==> src/rtl/lar_defs.svh <==
// Register map, frame positions and reset values of the low-limit and echo register block
`ifndef LAR_DEFS_SVH
`define LAR_DEFS_SVH

// ==========================================================
// Register map
`define LAR_LT_MSB_CH0 7'h18
`define LAR_LT_LSB_CH0 7'h19
`define LAR_CH_STRIDE 7'h05
`define LAR_ECHO_ADDR 7'h3F

// ==========================================================
// Reset values
`define LAR_LT_RESET 8'h00
`define LAR_ECHO_RESET 8'h00

// ==========================================================
// Frame positions, counted in serial clock edges
`define LAR_CMD_LAST_RISE 6'h0F
`define LAR_ECHO_FIRST_FALL 6'h0F
`define LAR_ECHO_ZERO_FALL 6'h18
`define LAR_EDGE_MAX 6'h3F

`endif

==> src/rtl/lar_pkg.sv <==
// Shared types of the low-limit and echo register block
package lar_pkg;

  typedef logic [6:0] lar_addr_t;
  typedef logic [7:0] lar_byte_t;

  // ==========================================================
  // Serial front end and frame state
  typedef struct packed {
    logic [2:0] cs_sync;
    logic [2:0] sck_sync;
    logic [2:0] sdi_sync;
    logic cs_f;
    logic sck_f;
    logic sdi_f;
    logic [5:0] rise_cnt;
    logic [5:0] fall_cnt;
    logic [15:0] cmd;
    logic [15:0] dout_sh;
    logic echo_sel;
    lar_byte_t echo;
    lar_byte_t echo_hold;
    logic rb_wr;
    logic rb_rd;
    lar_addr_t rb_addr;
    lar_byte_t rb_wdata;
    logic sdo;
    logic sdo_oe;
  } lar_state_t;

  // Byte address of a channel's low-limit byte
  function automatic lar_addr_t lar_lt_addr(input int unsigned ch, input logic msb);
    int unsigned a;
    a = (msb ? 32'h18 : 32'h19) + ch * 32'h5;
    return a[6:0];
  endfunction : lar_lt_addr

endpackage : lar_pkg

==> src/rtl/lar_rb_if.sv <==
// Internal register access path between the serial front end and the limit bank
`timescale 1ns/10ps
`default_nettype none

interface lar_rb_if;
  import lar_pkg::*;
  logic wr;
  logic rd;
  lar_addr_t addr;
  lar_byte_t wdata;
  lar_byte_t rdata;

  modport master (output wr, output rd, output addr, output wdata, input rdata);
  modport bank (input wr, input rd, input addr, input wdata, output rdata);
endinterface : lar_rb_if

`default_nettype wire

==> src/rtl/lar_top.sv <==
// Serial register front end: low alarm limit bytes and previous command echo
// Functional notes
// - Each channel low-limit low byte is read/write, lowest limit byte, resets zero.
// - Channel 0 limit is byte at 18h above byte at 19h.
// - One low byte register per channel: eight or four channels.
// - Reading 3Fh returns the command executed in the previous frame.
// - Echo shifts out MSB first from the 16th falling serial clock edge.
// - Only eight echo bits carry data; the next eight are zeros.
// - Echo register: eight bits, read-only, reset zero, command bits 15:8.
`timescale 1ns/10ps
`default_nettype none
`include "lar_defs.svh"

module lar_top import lar_pkg::*; #(
  parameter int unsigned NCH = 8
) (
  input wire logic sys_clk,
  input wire logic reset,
  input wire logic frame_sel_n,
  input wire logic ser_clk,
  input wire logic ser_din,
  output logic ser_dout,
  output logic ser_dout_oe,
  output logic [NCH*16-1:0] chan_low_limit
);

  lar_state_t s;
  lar_state_t n;
  lar_rb_if rb ();

  logic rise;
  logic fall;
  logic exec;
  logic [15:0] cmd_full;
  lar_byte_t rd_byte;

  // ==========================================================
  // Frame logic
  always_comb begin
    n = s;
    // First stage only feeds the second; the filter looks at stages two and three
    n.cs_sync = {s.cs_sync[1:0], frame_sel_n};
    n.sck_sync = {s.sck_sync[1:0], ser_clk};
    n.sdi_sync = {s.sdi_sync[1:0], ser_din};
    n.cs_f = (s.cs_sync[1] == s.cs_sync[2]) ? s.cs_sync[2] : s.cs_f;
    n.sck_f = (s.sck_sync[1] == s.sck_sync[2]) ? s.sck_sync[2] : s.sck_f;
    n.sdi_f = (s.sdi_sync[1] == s.sdi_sync[2]) ? s.sdi_sync[2] : s.sdi_f;
    rise = n.sck_f && !s.sck_f && !s.cs_f;
    fall = !n.sck_f && s.sck_f && !s.cs_f;
    cmd_full = {s.cmd[14:0], n.sdi_f};
    exec = rise && s.rise_cnt == `LAR_CMD_LAST_RISE;
    rd_byte = s.echo_sel ? s.echo_hold : rb.rdata;
    n.rb_wr = 1'b0;
    n.rb_rd = 1'b0;
    if (s.cs_f) begin
      n.rise_cnt = 6'h00;
      n.fall_cnt = 6'h00;
      n.sdo = 1'b0;
      n.sdo_oe = 1'b0;
    end else begin
      n.sdo_oe = 1'b1;
      if (rise) begin
        if (s.rise_cnt != `LAR_EDGE_MAX) begin
          n.rise_cnt = s.rise_cnt + 6'h01;
        end
        if (s.rise_cnt <= `LAR_CMD_LAST_RISE) begin
          n.cmd = cmd_full;
        end
      end
      if (exec) begin
        n.rb_addr = cmd_full[15:9];
        n.rb_wdata = cmd_full[7:0];
        n.echo_sel = (cmd_full[15:9] == `LAR_ECHO_ADDR);
        // Hold the previous frame's command before the echo takes this one
        n.echo_hold = s.echo;
        n.rb_rd = 1'b1;
        n.rb_wr = cmd_full[8] && (cmd_full[15:9] != `LAR_ECHO_ADDR);
        n.echo = cmd_full[15:8];
      end
      if (fall) begin
        if (s.fall_cnt != `LAR_EDGE_MAX) begin
          n.fall_cnt = s.fall_cnt + 6'h01;
        end
        if (s.fall_cnt == `LAR_ECHO_FIRST_FALL) begin
          n.dout_sh = {rd_byte, 8'h00};
          n.sdo = rd_byte[7];
        end else if (s.fall_cnt > `LAR_ECHO_FIRST_FALL) begin
          n.dout_sh = {s.dout_sh[14:0], 1'b0};
          n.sdo = s.dout_sh[14];
        end
      end
    end
  end

  always_ff @(posedge sys_clk or posedge reset) begin
    if (reset) begin
      s <= '0;
      s.cs_sync <= 3'h7;
      s.cs_f <= 1'b1;
      s.echo <= `LAR_ECHO_RESET;
      s.echo_hold <= `LAR_ECHO_RESET;
    end else begin
      s <= n;
    end
  end

  assign rb.wr = s.rb_wr;
  assign rb.rd = s.rb_rd;
  assign rb.addr = s.rb_addr;
  assign rb.wdata = s.rb_wdata;
  assign ser_dout = s.sdo;
  assign ser_dout_oe = s.sdo_oe;

  // ==========================================================
  // Limit storage
  lar_thr_bank #(
    .NCH(NCH)
  ) u_bank (
    .sys_clk(sys_clk),
    .reset(reset),
    .rb(rb.bank),
    .chan_low_limit(chan_low_limit)
  );

  // ==========================================================
  // Checks
  echo_capture_a: assert property (@(posedge sys_clk) disable iff (reset)
    exec |=> s.echo == $past(cmd_full[15:8]) ##1 s.echo == $past(s.echo))
    else $error("echo did not capture executed command");
  echo_previous_a: assert property (@(posedge sys_clk) disable iff (reset)
    exec && cmd_full[15:9] == `LAR_ECHO_ADDR |=> s.echo_sel && s.echo_hold == $past(s.echo) && !s.rb_wr)
    else $error("echo read does not return previous command");
  sdo_quiet_a: assert property (@(posedge sys_clk) disable iff (reset)
    s.fall_cnt <= `LAR_ECHO_FIRST_FALL |-> !s.sdo)
    else $error("data driven before 16th falling edge");
  echo_msb_a: assert property (@(posedge sys_clk) disable iff (reset)
    fall && s.fall_cnt == `LAR_ECHO_FIRST_FALL |=> s.sdo == $past(rd_byte[7]) && s.fall_cnt == 6'h10)
    else $error("first echo bit is not the MSB");
  zero_tail_a: assert property (@(posedge sys_clk) disable iff (reset)
    s.fall_cnt >= `LAR_ECHO_ZERO_FALL |-> !s.sdo)
    else $error("trailing echo bits not zero");
  write_issue_a: assert property (@(posedge sys_clk) disable iff (reset)
    exec && cmd_full[8] && cmd_full[15:9] == `LAR_LT_LSB_CH0 |=> s.rb_wr ##1 !s.rb_wr)
    else $error("write of a limit byte not issued once");

  echo_read_c: cover property (@(posedge sys_clk) disable iff (reset)
    exec && cmd_full[15:9] == `LAR_ECHO_ADDR ##[1:600] fall && s.fall_cnt == `LAR_ECHO_ZERO_FALL);
  lsb_write_c: cover property (@(posedge sys_clk) disable iff (reset)
    exec && cmd_full[8] && cmd_full[15:9] == `LAR_LT_LSB_CH0);
  aborted_frame_c: cover property (@(posedge sys_clk) disable iff (reset)
    s.rise_cnt == 6'h08 && n.cs_f);

endmodule : lar_top

`default_nettype wire

==> src/rtl/lar_thr_bank.sv <==
// Per-channel 16-bit low alarm limit storage with registered read data
`timescale 1ns/10ps
`default_nettype none
`include "lar_defs.svh"

module lar_thr_bank import lar_pkg::*; #(
  parameter int unsigned NCH = 8
) (
  input wire logic sys_clk,
  input wire logic reset,
  lar_rb_if.bank rb,
  output logic [NCH*16-1:0] chan_low_limit
);

  typedef struct packed {
    logic [NCH-1:0][7:0] msb;
    logic [NCH-1:0][7:0] lsb;
    lar_byte_t rdata;
  } lar_bank_t;

  lar_bank_t b_r;
  lar_bank_t b_nxt;
  logic [NCH-1:0] hit_msb;
  logic [NCH-1:0] hit_lsb;

  // ==========================================================
  // Address decode, one pair per channel
  genvar gi;
  generate
    for (gi = 0; gi < NCH; gi++) begin : g_dec
      assign hit_msb[gi] = (rb.addr == lar_lt_addr(gi, 1'b1));
      assign hit_lsb[gi] = (rb.addr == lar_lt_addr(gi, 1'b0));
      assign chan_low_limit[gi*16 +: 16] = {b_r.msb[gi], b_r.lsb[gi]};
    end
  endgenerate

  always_comb begin
    b_nxt = b_r;
    for (int n = 0; n < NCH; n++) begin
      if (rb.wr && hit_msb[n]) begin
        b_nxt.msb[n] = rb.wdata;
      end
      if (rb.wr && hit_lsb[n]) begin
        b_nxt.lsb[n] = rb.wdata;
      end
    end
    // Read returns the old value when read and write meet in one cycle
    if (rb.rd) begin
      b_nxt.rdata = 8'h00;
      for (int n = 0; n < NCH; n++) begin
        if (hit_msb[n]) begin
          b_nxt.rdata = b_r.msb[n];
        end
        if (hit_lsb[n]) begin
          b_nxt.rdata = b_r.lsb[n];
        end
      end
    end
  end

  always_ff @(posedge sys_clk or posedge reset) begin
    if (reset) begin
      b_r.msb <= {NCH{`LAR_LT_RESET}};
      b_r.lsb <= {NCH{`LAR_LT_RESET}};
      b_r.rdata <= 8'h00;
    end else begin
      b_r <= b_nxt;
    end
  end

  assign rb.rdata = b_r.rdata;

  // ==========================================================
  // Checks
  lsb_write_a: assert property (@(posedge sys_clk) disable iff (reset)
    rb.wr && rb.addr == `LAR_LT_LSB_CH0 |=> chan_low_limit[7:0] == $past(rb.wdata))
    else $error("low byte of channel 0 limit not written");
  msb_concat_a: assert property (@(posedge sys_clk) disable iff (reset)
    rb.wr && rb.addr == `LAR_LT_MSB_CH0 |=> chan_low_limit[15:8] == $past(rb.wdata)
      && chan_low_limit[7:0] == $past(chan_low_limit[7:0]))
    else $error("channel 0 limit high byte misplaced");
  last_chan_a: assert property (@(posedge sys_clk) disable iff (reset)
    rb.wr && rb.addr == lar_lt_addr(NCH-1, 1'b0) |=> chan_low_limit[(NCH-1)*16 +: 8] == $past(rb.wdata))
    else $error("last channel low byte not written");
  limit_hold_a: assert property (@(posedge sys_clk) disable iff (reset)
    !rb.wr |=> $stable(chan_low_limit))
    else $error("limit changed without a write");
  lsb_read_a: assert property (@(posedge sys_clk) disable iff (reset)
    rb.rd && rb.addr == `LAR_LT_LSB_CH0 |=> rb.rdata == $past(chan_low_limit[7:0]))
    else $error("channel 0 low byte read back wrong");

endmodule : lar_thr_bank

`default_nettype wire

==> config.mk <==
export PLATFORM = sky130hd
export DESIGN_NAME = lar_top
export DESIGN_NICKNAME = d
export VERILOG_FILES = /design/src/rtl/lar_pkg.sv /design/src/rtl/lar_rb_if.sv /design/src/rtl/lar_top.sv /design/src/rtl/lar_thr_bank.sv
export VERILOG_INCLUDE_DIRS = /design/src /design/src/rtl
export SDC_FILE = /design/constraint.sdc
export NUM_CORES = 1
export LEC_CHECK = 0
export BUFFER_PORTS_ARGS = -buffer_cell sky130_fd_sc_hd__buf_2
export CORE_AREA = 2 2 147 120
export DETAILED_ROUTE_END_ITERATION = 8
export DIE_AREA = 0 0 149 122
export HOLD_SLACK_MARGIN = 0.1
export PLACE_DENSITY = 0.93
export RECOVER_POWER = 25
export SLEW_MARGIN = 20
export SYNTH_ARGS = -nofsm -noshare
export SYNTH_HDL_FRONTEND = slang
export SYNTH_HIERARCHICAL = 1
export SYNTH_SLANG_ARGS = --single-unit
==> constraint.sdc <==
create_clock -name sys_clk -period 9.7 [get_ports sys_clk]
set_clock_uncertainty 0.05 [all_clocks]
set_input_delay 2.425 -clock sys_clk [delete_from_list [all_inputs] [get_ports sys_clk]]
set_output_delay 2.425 -clock sys_clk [all_outputs]
set_load 0.05 [all_outputs]
==> metrics <==
largest net degree at the start of global routing between 80 and 90; CP max stage cell clkbuf_1; H-tree depth 1; n_diodes 0; delay-heaviest family, CP buffers and inverters; Post-Synth Adder-Cell Area 0.559%; Routed WL per cell 24.3 um; max-slew violation count 47; Seq cells post-synth between 200 and 250; CTS Sinks about 210; Synth area leader dfrtp_1; cts hold-fix bufs 0; vias in the first global route 7,142; CP most frequent cell o21ai_0; endpoint class of the critical path register; final hold slack 0.307 ns; largest family of logic cells by synthesized area multiplexers; fmax 0.228 GHz; Post-Synth Simple-Gate Area 9.70%; Critical Path AT 4.77 ns; total negative slack 0 ns; share of the synthesized area in the top cell type 52.6%; Std-Cell Rows 43; total setup buffers inserted after CTS 0; Initial Util about three fifths; syn avg cell area 12.8 sq um; static leakage 5.67 nW; hpwl dp 18,000 um; Area Growth Syn to Fin 14.2%; Synth Cell Area 9850 sq um; DRC Markers 0; final wirelength 27,500 um; Post-Synth XOR/XNOR Area 0.267%; Max clock buf depth 3; Min-Delay Path Class reg -> reg; worst vdd ir 138 uV; RSZ-0062 raised after global routing no; Most used DFF post-synth dfrtp_1; post-layout power 1.84 mW; Compound-Gate Fraction of Synth Area 10.1%; run status finished, violations left; Buffers on Ports 134; first-pass GRT wire length about 42,000 um; via count ~7,500; Critical Path Source Type register; initial antenna violation count 0; WP data required 10.08 ns; setup slack after layout approximately 5.3 ns; multiplexer area fraction after synthesis between 20% and 30%; synth unique cells 74; Core Area roughly 17,000 sq um; First DRT Iteration DRCs 1,147; crit-path max cell delay between 1.5 and 2 ns; Slew @ Worst Pin 2.29 ns; Synth area leaders dfrtp_1, mux2_2, mux2_4, a21oi_1, nor2_1; Post-synth EDFFs 0; Post-synth top cells dfrtp_1, mux2_2, a21oi_1, nor2_1; Fillers 1,186; fin crit share 45.3%; clk_lat worst skew around 0.50 ns; sequential element share of the synthesized area 53.7%; CP cell instances clkbuf_1, nand4bb_1, o21ai_0, a221o_1, o21ai_0, o21ai_1; die area 18,200 sq um; routability cong. 0.962; crit-path max FO 45; Rel. slew slack -53.0%; pre-CTS setup slack 5.52 ns; CTS buffer count 22; Pre-Repair DR Iteration Count 8; yosys warns 6; IO Pins between 100 and 150; chip height 122 um; CTS resizes 0; Vias/cell about 6.6; layout cells sized above 1 between 30% and 40%; Die W 149 um; CTS tree done; maxcap violations 2; WS Path Type reg -> reg; async set-reset flop share out of synthesis 100%; net count after synthesis 778; Tot GR Track Use between 30% and 40%; GRT overflow 0; final hold violations 0; failing checks capacitance limit, slew limit; Tmin final 4.39 ns; Root Buffer clkbuf_16; Worst-path clk slew 0.06 ns; CP bufs+invs 1; Power per Cell Area ~160 nW/um^2; cells after synthesis 771; utilization after layout about two thirds; top-count cell post-synth dfrtp_1; nets 896; antenna-violating nets left 0; Final setup violation count 0
==> registers in the layout, indices dropped and copies added (netlist names) <==
name / count
rb.wdata: 8
rb.rd: 1
s: 42
u_bank/chan_low_limit: 128
u_bank/rb.rdata: 8
cmd_full: 15
ser_dout: 1
rb.wr: 1
ser_dout_oe: 1
n: 6
==> routing by layer <==
metal	track usage [%]	wire length (um)	vias up
li1	-	-	3105
met1	43.2	11100	3741
met2	44.1	12100	562
met3	8.50	3430	106
met4	10.3	911	0
met5	0	0	-
==> cell type report <==
class / instances / area, sq um / area share, %
timing repair buffer: 143 / 738 / 6.57
sequential: 211 / 5290 / 47.0
clock inverter: 6 / 88.8 / 0.790
inverter: 13 / 51.3 / 0.456
multi-input combinational: 498 / 4110 / 36.5
clock buffer: 34 / 687 / 6.11
tap: 225 / 282 / 2.50
==> power by group <==
| group | leakage (nW) | internal [mW] | total, mW | switching, mW |
|---|---|---|---|---|
| Sequential | 2.90 | 0.896 | 0.910 | 0.0134 |
| Clock | 0.381 | 0.542 | 0.892 | 0.350 |
| Combinational | 2.38 | 0.0140 | 0.0408 | 0.0268 |
| Total | 5.67 | 1.45 | 1.84 | 0.390 |
==> worst paths after layout <==
| kind | from | endpoint | slack [ns] | cells after the start |
|---|---|---|---|---|
| min reg2reg | n[87]$_DFF_PP0_ | n[88]$_DFF_PP0_ | 0.31 | 0 |
| min in group asynchronous | reset | u_bank/chan_low_limit[115]$_DFFE_PP0P_ | 1.98 | 2 |
| max | s[30]$_DFFE_PP0P_ | u_bank/rb.rdata[5]$_DFFE_PP0P_ | 5.31 | 6 |
| min | n[87]$_DFF_PP0_ | n[88]$_DFF_PP0_ | 0.31 | 0 |
| max reg2reg | s[30]$_DFFE_PP0P_ | u_bank/rb.rdata[5]$_DFFE_PP0P_ | 5.31 | 6 |
| max in group asynchronous | reset | u_bank/chan_low_limit[12]$_DFFE_PP0P_ | 6.43 | 3 |
==> placed cells by master (no fill, tap or decap), types with 6 or more instances in the layout <==
| master | n |
|---|---|
| nor2_1 | 36 |
| o22ai_1 | 16 |
| o31ai_1 | 7 |
| clkbuf_8 | 7 |
| buf_4 | 7 |
| a211oi_1 | 8 |
| mux2_1 | 21 |
| a21o_1 | 6 |
| o21ai_0 | 18 |
| a21oi_1 | 35 |
| nand2_1 | 21 |
| buf_2 | 134 |
| a22o_1 | 6 |
| mux2_2 | 160 |
| inv_1 | 11 |
| a22oi_1 | 7 |
| clkbuf_16 | 23 |
| nand2b_1 | 6 |
| nor3_1 | 11 |
| mux2i_1 | 12 |
| and3_1 | 9 |
| dfrtp_1 | 206 |
| nor2b_1 | 10 |
| nand3_1 | 20 |
==> worst register-to-register path, cell delays in order (launching register included) <==
cell       delay [ns]
dfrtp_2          0.38
clkbuf_1         1.64
nand4bb_1        0.93
o21ai_0          0.89
a221o_1          0.22
o21ai_0          0.10
o21ai_1          0.12
==> through the flow <==
stage,instances,instance area [sq um]
final,1130,11200
after global placement,1090,10600
after detailed placement,1090,10600
after floorplan,771,9850
after CTS,1130,11400
after global routing,1130,11200
==> cells by family after synthesis <==
group / after synthesis
AOI/OAI and AO/OA: 140
xor gates and xnor gates: 3
adders and majority gates: 5
buffers and inverters: 62
DFF: 211
muxes: 193
and+or+nand+nor: 157
Power figures use the tool's default switching activity.
